File: src/fault_capture_pkg.sv
// Package with constants shared by the fault capture block and its channel module.
`default_nettype none
package fault_capture_pkg;
   localparam int NUM_CHANNELS = 6;
   localparam int FRAME_BITS = 16;
   localparam int CLK_PERIOD_NS = 50;
   // Fault codes per channel.
   localparam logic [1:0] CODE_NONE = 2'h0;
   localparam logic [1:0] CODE_OPEN = 2'h1;
   localparam logic [1:0] CODE_GND = 2'h2;
   localparam logic [1:0] CODE_SHORT = 2'h3;
   // Drain comparison zones.
   localparam logic [1:0] ZONE_GOOD = 2'h0;
   localparam logic [1:0] ZONE_OPEN = 2'h1;
   localparam logic [1:0] ZONE_GND = 2'h2;
   localparam logic [1:0] ZONE_SHORT = 2'h3;
   // Timer figures in microseconds and derived cycle counts.
   localparam int BLANK_TIME_US = 10;
   localparam int FILTER_TIME_US = 5;
   localparam int RETRY_TIME_US = 10000;
   localparam int BLANK_CYCLES = (BLANK_TIME_US * 1000 + CLK_PERIOD_NS - 1) / CLK_PERIOD_NS;
   localparam int FILTER_CYCLES = (FILTER_TIME_US * 1000 + CLK_PERIOD_NS - 1) / CLK_PERIOD_NS;
   localparam int RETRY_CYCLES = (RETRY_TIME_US * 1000 + CLK_PERIOD_NS - 1) / CLK_PERIOD_NS;
   localparam int TIMER_W = 20;
   localparam int FRAME_CNT_W = 5;
   localparam logic [FRAME_CNT_W-1:0] FRAME_CNT_RESET = 5'h00;
   localparam logic [FRAME_BITS-1:0] SHIFT_RESET = 16'h0000;
endpackage : fault_capture_pkg
`default_nettype wire

File: src/fault_latch_spi_capture.sv
// Top: serial frame capture, fault and status flags, and six channel fault latches.
`timescale 1ns/1ps
`default_nettype none
module fault_latch_spi_capture #(
   parameter int NUM_CHANNELS = fault_capture_pkg::NUM_CHANNELS,
   parameter int FRAME_BITS = fault_capture_pkg::FRAME_BITS,
   parameter int RETRY_CYCLES = fault_capture_pkg::RETRY_CYCLES
) (
   input wire logic clk_sys_i,
   input wire logic rst_i,
   input wire logic master_enable_first_i,
   input wire logic master_enable_second_i,
   input wire logic [NUM_CHANNELS-1:0] cmd_on_i,
   input wire logic [2*NUM_CHANNELS-1:0] drain_zone_i,
   input wire logic chip_select_n_i,
   input wire logic serial_clk_i,
   input wire logic serial_in_i,
   output logic serial_out_o,
   output logic [NUM_CHANNELS-1:0] gate_drive_out_o,
   output logic fault_flag_n_o,
   output logic fault_flag_n_oe_n_o,
   output logic status_flag_n_o,
   output logic status_flag_n_oe_n_o,
   output logic [FRAME_BITS-1:0] config_data_o,
   output logic config_write_o
);
   initial
   begin
      if (2 * NUM_CHANNELS > FRAME_BITS)
         $error("fault_latch_spi_capture: fault fields do not fit the frame");
   end

   localparam int CW = fault_capture_pkg::FRAME_CNT_W;

   // Two-flop synchronisers for every pin input.
   logic [2:0] pins_s1_reg;
   logic [2:0] pins_s2_reg;
   logic [1:0] ena_s1_reg;
   logic [1:0] ena_s2_reg;
   logic [NUM_CHANNELS-1:0] cmd_s1_reg;
   logic [NUM_CHANNELS-1:0] cmd_s2_reg;
   logic [2*NUM_CHANNELS-1:0] zone_s1_reg;
   logic [2*NUM_CHANNELS-1:0] zone_s2_reg;

   always_ff @(posedge clk_sys_i)
   begin
      if (rst_i)
      begin
         pins_s1_reg <= 3'h1;
         pins_s2_reg <= 3'h1;
         ena_s1_reg <= 2'h0;
         ena_s2_reg <= 2'h0;
         cmd_s1_reg <= '0;
         cmd_s2_reg <= '0;
         zone_s1_reg <= '0;
         zone_s2_reg <= '0;
      end
      else
      begin
         pins_s1_reg <= {serial_in_i, serial_clk_i, chip_select_n_i};
         pins_s2_reg <= pins_s1_reg;
         ena_s1_reg <= {master_enable_second_i, master_enable_first_i};
         ena_s2_reg <= ena_s1_reg;
         cmd_s1_reg <= cmd_on_i;
         cmd_s2_reg <= cmd_s1_reg;
         zone_s1_reg <= drain_zone_i;
         zone_s2_reg <= zone_s1_reg;
      end
   end

   // Delayed copies for edge detection, taken from the second stage only.
   logic cs_d_reg;
   logic sck_d_reg;
   logic [1:0] ena_d_reg;
   always_ff @(posedge clk_sys_i)
   begin
      if (rst_i)
      begin
         cs_d_reg <= 1'b1;
         sck_d_reg <= 1'b0;
         ena_d_reg <= 2'h0;
      end
      else
      begin
         cs_d_reg <= pins_s2_reg[0];
         sck_d_reg <= pins_s2_reg[1];
         ena_d_reg <= ena_s2_reg;
      end
   end

   wire logic cs_n = pins_s2_reg[0];
   wire logic sck = pins_s2_reg[1];
   wire logic sdi = pins_s2_reg[2];
   wire logic master_enable_first = ena_s2_reg[0];
   wire logic master_enable_second = ena_s2_reg[1];
   wire logic cs_fall = cs_d_reg && !cs_n;
   wire logic cs_rise = !cs_d_reg && cs_n;
   wire logic sck_rise = !sck_d_reg && sck && !cs_n;
   wire logic sck_fall = sck_d_reg && !sck && !cs_n;
   wire logic enabled = master_enable_first && master_enable_second;
   wire logic enable_rise = enabled && !(ena_d_reg[0] && ena_d_reg[1]);
   wire logic master_enable_first_rise = master_enable_first && !ena_d_reg[0];

   // Frame length check and the shift register.
   logic [CW-1:0] bit_cnt_reg;
   logic over_reg;
   logic [FRAME_BITS-1:0] shift_reg;
   logic [FRAME_BITS-1:0] config_reg;
   logic config_write_reg;
   logic master_enable_first_low_seen_reg;
   wire logic frame_valid = cs_rise && !over_reg
      && (bit_cnt_reg == CW'(FRAME_BITS));

   // Fault fields from every channel, packed channel 0 in the low bits.
   wire logic [2*NUM_CHANNELS-1:0] latch_codes;
   wire logic [NUM_CHANNELS-1:0] latch_full;
   wire logic [FRAME_BITS-1:0] fault_word = FRAME_BITS'(latch_codes);

   always_ff @(posedge clk_sys_i)
   begin
      if (rst_i)
      begin
         bit_cnt_reg <= fault_capture_pkg::FRAME_CNT_RESET;
         over_reg <= 1'b0;
         shift_reg <= fault_capture_pkg::SHIFT_RESET;
      end
      else if (cs_fall)
      begin
         bit_cnt_reg <= fault_capture_pkg::FRAME_CNT_RESET;
         over_reg <= 1'b0;
         shift_reg <= fault_word;
      end
      else if (sck_rise)
      begin
         shift_reg <= {shift_reg[FRAME_BITS-2:0], sdi};
         if (bit_cnt_reg == CW'(FRAME_BITS))
            over_reg <= 1'b1;
         else
            bit_cnt_reg <= bit_cnt_reg + CW'(1);
      end
   end

   // Serial output changes on the falling serial clock, most significant bit first.
   logic sdo_reg;
   always_ff @(posedge clk_sys_i)
   begin
      if (rst_i)
         sdo_reg <= 1'b0;
      else if (cs_fall)
         sdo_reg <= fault_word[FRAME_BITS-1];
      else if (sck_fall)
         sdo_reg <= shift_reg[FRAME_BITS-1];
   end

   // Configuration data is taken only from a valid frame.
   always_ff @(posedge clk_sys_i)
   begin
      if (rst_i)
      begin
         config_reg <= fault_capture_pkg::SHIFT_RESET;
         config_write_reg <= 1'b0;
      end
      else
      begin
         config_write_reg <= frame_valid;
         if (frame_valid)
            config_reg <= shift_reg;
      end
   end

   // Track the low phase of master_enable_first for the high-low-high clear.
   always_ff @(posedge clk_sys_i)
   begin
      if (rst_i)
         master_enable_first_low_seen_reg <= 1'b0;
      else if (!master_enable_first)
         master_enable_first_low_seen_reg <= 1'b1;
      else if (master_enable_first_rise)
         master_enable_first_low_seen_reg <= 1'b0;
   end

   // Re-arm on a valid frame end or on the enable toggle.
   wire logic rearm = frame_valid || (master_enable_first_rise && master_enable_first_low_seen_reg);

   // Flag holds released from chip select fall until the frame ends.
   logic flag_hold_reg;
   always_ff @(posedge clk_sys_i)
   begin
      if (rst_i)
         flag_hold_reg <= 1'b0;
      else if (cs_fall)
         flag_hold_reg <= 1'b1;
      else if (cs_rise || !master_enable_first)
         flag_hold_reg <= 1'b0;
   end

   // One channel instance per channel.
   genvar ch;
   generate
      for (ch = 0; ch < NUM_CHANNELS; ch++)
      begin : g_ch
         fault_channel #(
            .RETRY_CYCLES(RETRY_CYCLES)
         ) u_ch (
            .clk_sys_i(clk_sys_i),
            .rst_i(rst_i),
            .enabled_i(enabled),
            .enable_rise_i(enable_rise),
            .cmd_on_i(cmd_s2_reg[ch]),
            .zone_i(zone_s2_reg[2*ch+1:2*ch]),
            .rearm_i(rearm),
            .gate_drive_out_o(gate_drive_out_o[ch]),
            .latch_code_o(latch_codes[2*ch+1:2*ch]),
            .latch_full_o(latch_full[ch])
         );
      end
   endgenerate

   // Flags registered; fault flag off while enable or chip select is low.
   logic fault_n_reg;
   logic status_n_reg;
   wire logic [NUM_CHANNELS-1:0] below_open;
   generate
      for (ch = 0; ch < NUM_CHANNELS; ch++)
      begin : g_st
         assign below_open[ch] = zone_s2_reg[2*ch+1:2*ch] != fault_capture_pkg::ZONE_GOOD
            && zone_s2_reg[2*ch+1:2*ch] != fault_capture_pkg::ZONE_SHORT;
      end
   endgenerate
   wire logic fault_on = master_enable_first && cs_n && !flag_hold_reg && !rearm && (|latch_full);

   always_ff @(posedge clk_sys_i)
   begin
      if (rst_i)
      begin
         fault_n_reg <= 1'b1;
         status_n_reg <= 1'b1;
      end
      else
      begin
         fault_n_reg <= !fault_on;
         status_n_reg <= !(master_enable_first && (|below_open));
      end
   end

   // Open-drain pins: enable low means the pin is pulled low.
   assign fault_flag_n_o = 1'b0;
   assign fault_flag_n_oe_n_o = fault_n_reg;
   assign status_flag_n_o = 1'b0;
   assign status_flag_n_oe_n_o = status_n_reg;
   assign serial_out_o = sdo_reg;
   assign config_data_o = config_reg;
   assign config_write_o = config_write_reg;
endmodule : fault_latch_spi_capture
`default_nettype wire

File: src/fault_channel.sv
// One channel: drain zone timing, gate control with auto-retry and the fault latch.
`timescale 1ns/1ps
`default_nettype none
module fault_channel #(
   parameter int BLANK_CYCLES = fault_capture_pkg::BLANK_CYCLES,
   parameter int FILTER_CYCLES = fault_capture_pkg::FILTER_CYCLES,
   parameter int RETRY_CYCLES = fault_capture_pkg::RETRY_CYCLES
) (
   input wire logic clk_sys_i,
   input wire logic rst_i,
   input wire logic enabled_i,
   input wire logic enable_rise_i,
   input wire logic cmd_on_i,
   input wire logic [1:0] zone_i,
   input wire logic rearm_i,
   output logic gate_drive_out_o,
   output logic [1:0] latch_code_o,
   output logic latch_full_o
);
   localparam int TW = fault_capture_pkg::TIMER_W;

   initial
   begin
      if (BLANK_CYCLES < 1 || FILTER_CYCLES < 1 || RETRY_CYCLES < 1 ||
          RETRY_CYCLES >= (1 << TW))
         $error("fault_channel: timer counts out of range");
   end

   logic cmd_reg;
   logic [1:0] zone_reg;
   logic [TW-1:0] blank_reg;
   logic [TW-1:0] filt_reg;
   logic [TW-1:0] retry_reg;
   logic retrying_reg;
   logic gate_reg;
   logic [1:0] code_reg;
   logic full_reg;
   logic [1:0] status_reg;

   // Zone to code: short only counts when on, ground and open only when off.
   wire logic [1:0] zone_code = cmd_on_i ?
      ((zone_i == fault_capture_pkg::ZONE_SHORT) ? fault_capture_pkg::CODE_SHORT
                                                 : fault_capture_pkg::CODE_NONE) :
      ((zone_i == fault_capture_pkg::ZONE_GND) ? fault_capture_pkg::CODE_GND :
       (zone_i == fault_capture_pkg::ZONE_OPEN) ? fault_capture_pkg::CODE_OPEN :
       fault_capture_pkg::CODE_NONE);
   wire logic cmd_change = enabled_i && (cmd_on_i != cmd_reg);
   wire logic zone_change = enabled_i && (zone_i != zone_reg)
      && (zone_i != fault_capture_pkg::ZONE_GOOD);
   wire logic blank_end = (blank_reg == TW'(1));
   wire logic filt_end = (filt_reg == TW'(1));
   wire logic timer_busy = (blank_reg != '0) || (filt_reg != '0);
   wire logic retry_end = retrying_reg && (retry_reg == TW'(1));
   // A capture only happens on the final tick of a timer, never while one still runs.
   wire logic timer_busy_after = (blank_reg > TW'(1)) || (filt_reg > TW'(1));
   wire logic detect = (blank_end || filt_end) && !timer_busy_after;
   wire logic short_hit = detect && cmd_on_i && zone_code == fault_capture_pkg::CODE_SHORT;
   wire logic start_blank = cmd_change || enable_rise_i || (retry_end && cmd_on_i);
   // A return to the good zone starts no timer, so the status clears once timers are idle.
   wire logic status_idle = !timer_busy && (zone_code == fault_capture_pkg::CODE_NONE);
   wire logic [1:0] status_next = detect ? zone_code :
      (status_idle ? fault_capture_pkg::CODE_NONE : status_reg);

   // Comparison history and commanded state.
   always_ff @(posedge clk_sys_i)
   begin
      if (rst_i || !enabled_i)
      begin
         cmd_reg <= 1'b0;
         zone_reg <= fault_capture_pkg::ZONE_GOOD;
      end
      else
      begin
         cmd_reg <= cmd_on_i;
         zone_reg <= zone_i;
      end
   end

   // Blanking and filter timers count down to zero.
   always_ff @(posedge clk_sys_i)
   begin
      if (rst_i || !enabled_i)
      begin
         blank_reg <= '0;
         filt_reg <= '0;
      end
      else
      begin
         blank_reg <= start_blank ? TW'(BLANK_CYCLES) : (blank_reg != '0 ? blank_reg - TW'(1) : '0);
         filt_reg <= (zone_change || (retry_end && cmd_on_i)) ? TW'(FILTER_CYCLES) :
                     (filt_reg != '0 ? filt_reg - TW'(1) : '0);
      end
   end

   // Gate and auto-retry: a short drops the gate and arms the retry timer.
   always_ff @(posedge clk_sys_i)
   begin
      if (rst_i || !enabled_i)
      begin
         gate_reg <= 1'b0;
         retrying_reg <= 1'b0;
         retry_reg <= '0;
      end
      else if (!cmd_on_i)
      begin
         gate_reg <= 1'b0;
         retrying_reg <= 1'b0;
         retry_reg <= '0;
      end
      else if (short_hit)
      begin
         gate_reg <= 1'b0;
         retrying_reg <= 1'b1;
         retry_reg <= TW'(RETRY_CYCLES);
      end
      else if (retry_end)
      begin
         gate_reg <= 1'b1;
         retrying_reg <= 1'b0;
         retry_reg <= '0;
      end
      else
      begin
         gate_reg <= !retrying_reg;
         retry_reg <= (retry_reg != '0) ? retry_reg - TW'(1) : '0;
      end
   end

   // Current status follows timer ends; the latch holds the first captured fault.
   always_ff @(posedge clk_sys_i)
   begin
      if (rst_i || !enabled_i)
      begin
         status_reg <= fault_capture_pkg::CODE_NONE;
         code_reg <= fault_capture_pkg::CODE_NONE;
         full_reg <= 1'b0;
      end
      else
      begin
         status_reg <= status_next;
         if (rearm_i)
         begin
            // Re-arm takes this cycle's status, so a fault found on the same edge is kept.
            code_reg <= status_next;
            full_reg <= (status_next != fault_capture_pkg::CODE_NONE);
         end
         else if (!full_reg && detect && zone_code != fault_capture_pkg::CODE_NONE)
         begin
            code_reg <= zone_code;
            full_reg <= 1'b1;
         end
         // Once full the latch ignores further codes until a re-arm.
      end
   end

   assign gate_drive_out_o = gate_reg;
   assign latch_code_o = code_reg;
   assign latch_full_o = full_reg;
endmodule : fault_channel
`default_nettype wire

File: config.mk
export PLATFORM = sky130hd
export DESIGN_NAME = fault_latch_spi_capture
export DESIGN_NICKNAME = d
export VERILOG_FILES = /design/src/fault_capture_pkg.sv /design/src/fault_latch_spi_capture.sv /design/src/fault_channel.sv
export SDC_FILE = /design/constraint.sdc
export NUM_CORES = 1
export LEC_CHECK = 0
export BUFFER_PORTS_ARGS = -buffer_cell sky130_fd_sc_hd__buf_2
export CORE_ASPECT_RATIO = 1.2
export CORE_MARGIN = 3
export CORE_UTILIZATION = 45
export CTS_BUF_LIST = sky130_fd_sc_hd__clkbuf_8
export DETAILED_ROUTE_END_ITERATION = 8
export PLACE_DENSITY = 0.68
export SYNTH_ARGS = -nofsm -noshare
export SYNTH_HDL_FRONTEND = slang
export SYNTH_SLANG_ARGS = --single-unit
export TNS_END_PERCENT = 10
File: constraint.sdc
create_clock -name clk_sys_i -period 3.35 [get_ports clk_sys_i]
set_input_delay 0.1675 -clock clk_sys_i [delete_from_list [all_inputs] [get_ports clk_sys_i]]
set_output_delay 0.1675 -clock clk_sys_i [all_outputs]
set_load 0.005 [all_outputs]
==> summary.txt <==
Clocking
  – Num Clock Sinks: 514
  – H-tree lvl count: 3
  – Root buffer cell: clkbuf_8
  – Num CTS Buffers: 84
  – CTS tree: done
  – Clk buf depth: 3
  – Clk slew on worst S/H paths: 0.06 ns
  – Worst-Skew Late Latency: 0.65 ns

Worst setup path
  – Crit path max fanout: 17
  – Critical path data arrival time: 3.35 ns
  – CP Capture Type: flop
  – Worst path required time: 3.87 ns
  – Setup crit start kind: flop
  – CP Class: flop to flop

Power and ir drop
  – Peak supply drop: 0.259 mV
  – LEAKAGE: 11.9 nW
  – PwrDens: 484 nW/um^2
  – Design Power: 12.0 mW

STA
  – Final period utilization: 0.846
  – Final Critical Period: 2.83 ns
  – Max Transition Viols Final: 0
  – Max frequency: 353 MHz
  – Post-route setup slack: 0.517 ns
  – Clock Skews: 0.0318 ns
  – RSZ-0062 raised after global routing: false
  – Hold_ws: 0.269 ns
  – Setup TNS: 0 ns
  – Setup Viol. Count Final: 0
  – Max-slew headroom: 0.311
  – Final Hold Fails: 0
  – Slew @ Worst Pin: 1.03 ns

Routing
  – Vias per std cell: 5.18
  – DR pass1 iterations: 6
  – Initial DRC count: 854
  – Post-detailed-route wirelength per cell: 14.2 microns
  – DRC violation count after routing: 0
  – Final WL: 46000 microns
  – Vias: 16.8k
  – Post-DRT Antenna Nets: 0

Yosys
  – Post-synth top area cell: dfxtp_1
  – Area share of the largest cell type after synthesis: 0.469
  – Sequential cell area fraction in the yosys report: 0.469
  – Post-synthesis cell area: 22000 sq um
  – Most area-consuming cells after synthesis: dfxtp_1 47%, nor2_1 7.8%, xnor2_1 7.7%
  – Post-synth cell types: 68
  – Syn_area_per_cell: 8.96 sq um
  – Post-synth top flop: dfxtp_1
  – Async set-reset flop share out of synthesis: 0
  – Number of flops mapped to enable cells by yosys: 0
  – Syn Inst Count: 2451
  – Synth warnings: 0
  – #FFs+latches synth: 514

Die
  – Die area: 51500 sq um
  – Die W: 208 microns
  – Total core area: 48100 sq um
  – Die Y: 248 microns
  – Top Ports: 53
  – Starting density of the core: 0.456
  – Floorplan row count: 88

Placement
  – GPL Wtd Cong: 0.802
  – Number of port buffers: 50
  – Placed Area: 22800 sq um
  – Dpl hpwl: 32400 microns
  – Pre-CTS setup slack: 0.508 ns
  – Total placed cells including tap cells: 3076

Global route
  – Initial antenna violation count: 2
  – GRT overflow: 0
  – Largest net degree at the start of global routing: 82
  – GR Util All Layers: 0.175
  – Global-route wire length before repair: 77300 microns
  – Vias in the first global route: 16.6k

Final layout
  – Utilization after layout: 0.517
  – Post-Layout Cell Count: 3251
  – Nets: 2644
  – # diodes: 0
  – Design area: 24900 sq um
  – Fill cells: 4363
  – Layout cells sized above 1: 0.0927
  – Synthesis-to-layout area growth: 13.3%

Flow run
  – Max Cap Viol: 0

Status
  – Status: finished, final reports clean

Min path
  – Hold Crit Class: input pin to flop
==> critical path, stage by stage (launching register included) <==
cell	delay (ns)
dfxtp_1	0.32
or4_1	0.58
nor4b_1	0.40
or4b_2	0.70
o221ai_1	0.26
or2_2	0.36
nor2_1	0.09
==> worst paths after layout <==
check | from | endpoint | slack (ns) | cells after the start
worst max-delay path | g_ch[2].u_ch.retry_reg[13]$_SDFF_PP0_ | g_ch[2].u_ch.blank_reg[14]$_SDFF_PP0_ | 0.52 | 6
worst min-delay path | chip_select_n_i | pins_s1_reg[0]$_SDFF_PP1_ | 0.27 | 3
worst max register to register | g_ch[2].u_ch.retry_reg[13]$_SDFF_PP0_ | g_ch[2].u_ch.blank_reg[14]$_SDFF_PP0_ | 0.52 | 6
worst min register to register | zone_s1_reg[7]$_SDFF_PP0_ | zone_s2_reg[7]$_SDFF_PP0_ | 0.45 | 1
==> synth_stat cells (all sizes together) (19+ instances only) <==
master,count
a211oi,24
a21oi,53
buf,27
clkbuf,56
dfxtp,514
ha,63
inv,68
mux2i,41
nand2,144
nand2b,19
nand3,34
nand4,25
nor2,459
nor2b,62
nor3,97
nor4,84
o21ai,89
o31ai,22
or2,22
or3,36
or4,50
xnor2,194
xor2,116
==> timing repair <==
action,CTS,global route
gates resized for setup,0,0
setup buffers,0,0
hold endpoints to repair,26,0
hold buffers,24,0
==> kinds of logic after synthesis <==
kind of cell	share of synthesized area
buf+inv	0.0286
simple gates	0.250
other cells	0.000171
compound gates	0.0737
flops	0.469
xor+xnor	0.124
fa+ha+maj	0.0359
mux	0.0197
==> layout by cell type, fill, tap and decap left out, drive strengths merged, types with 12 or more instances in the layout <==
cell         instances
xnor2              194
nand3               34
or4                 50
a21oi               53
or3                 36
ha                  63
o21ai               89
nand2              144
nand3b              12
nor4                84
dfxtp              514
nand4               25
nor3b               14
nor2               459
mux2i               41
xor2               116
inv                 99
and2                14
nor2b               62
dlygate4sd3         24
clkbuf             107
or2                 22
o31ai               22
buf                 77
nor3                97
a211oi              24
nand2b              19
==> area by class of cell <==
class | count | area [sq um] | area share
clock inverter | 44 | 322 | 0.0129
sequential | 514 | 10300 | 0.414
clock buffer | 107 | 1470 | 0.0592
multi-input combinational | 1787 | 11100 | 0.444
inverter | 68 | 255 | 0.0103
tap | 630 | 788 | 0.0317
timing repair buffer | 101 | 696 | 0.0280
==> per-layer routing <==
layer  part of all wire  vias to the layer above  GRT usage
met5                  0                        -          0
met4              0.031                        0     0.0758
met3              0.042                       97     0.0325
met2               0.48                      293      0.307
met1               0.45                     7868      0.212
li1                   -                     8588          -
==> report_power, final <==
group	internal, mW	switching, mW
logic	0.0814	0.0930
registers	6.15	0.0351
clock network	3.20	2.48
total	9.43	2.61
Power figures use the tool's default switching activity.
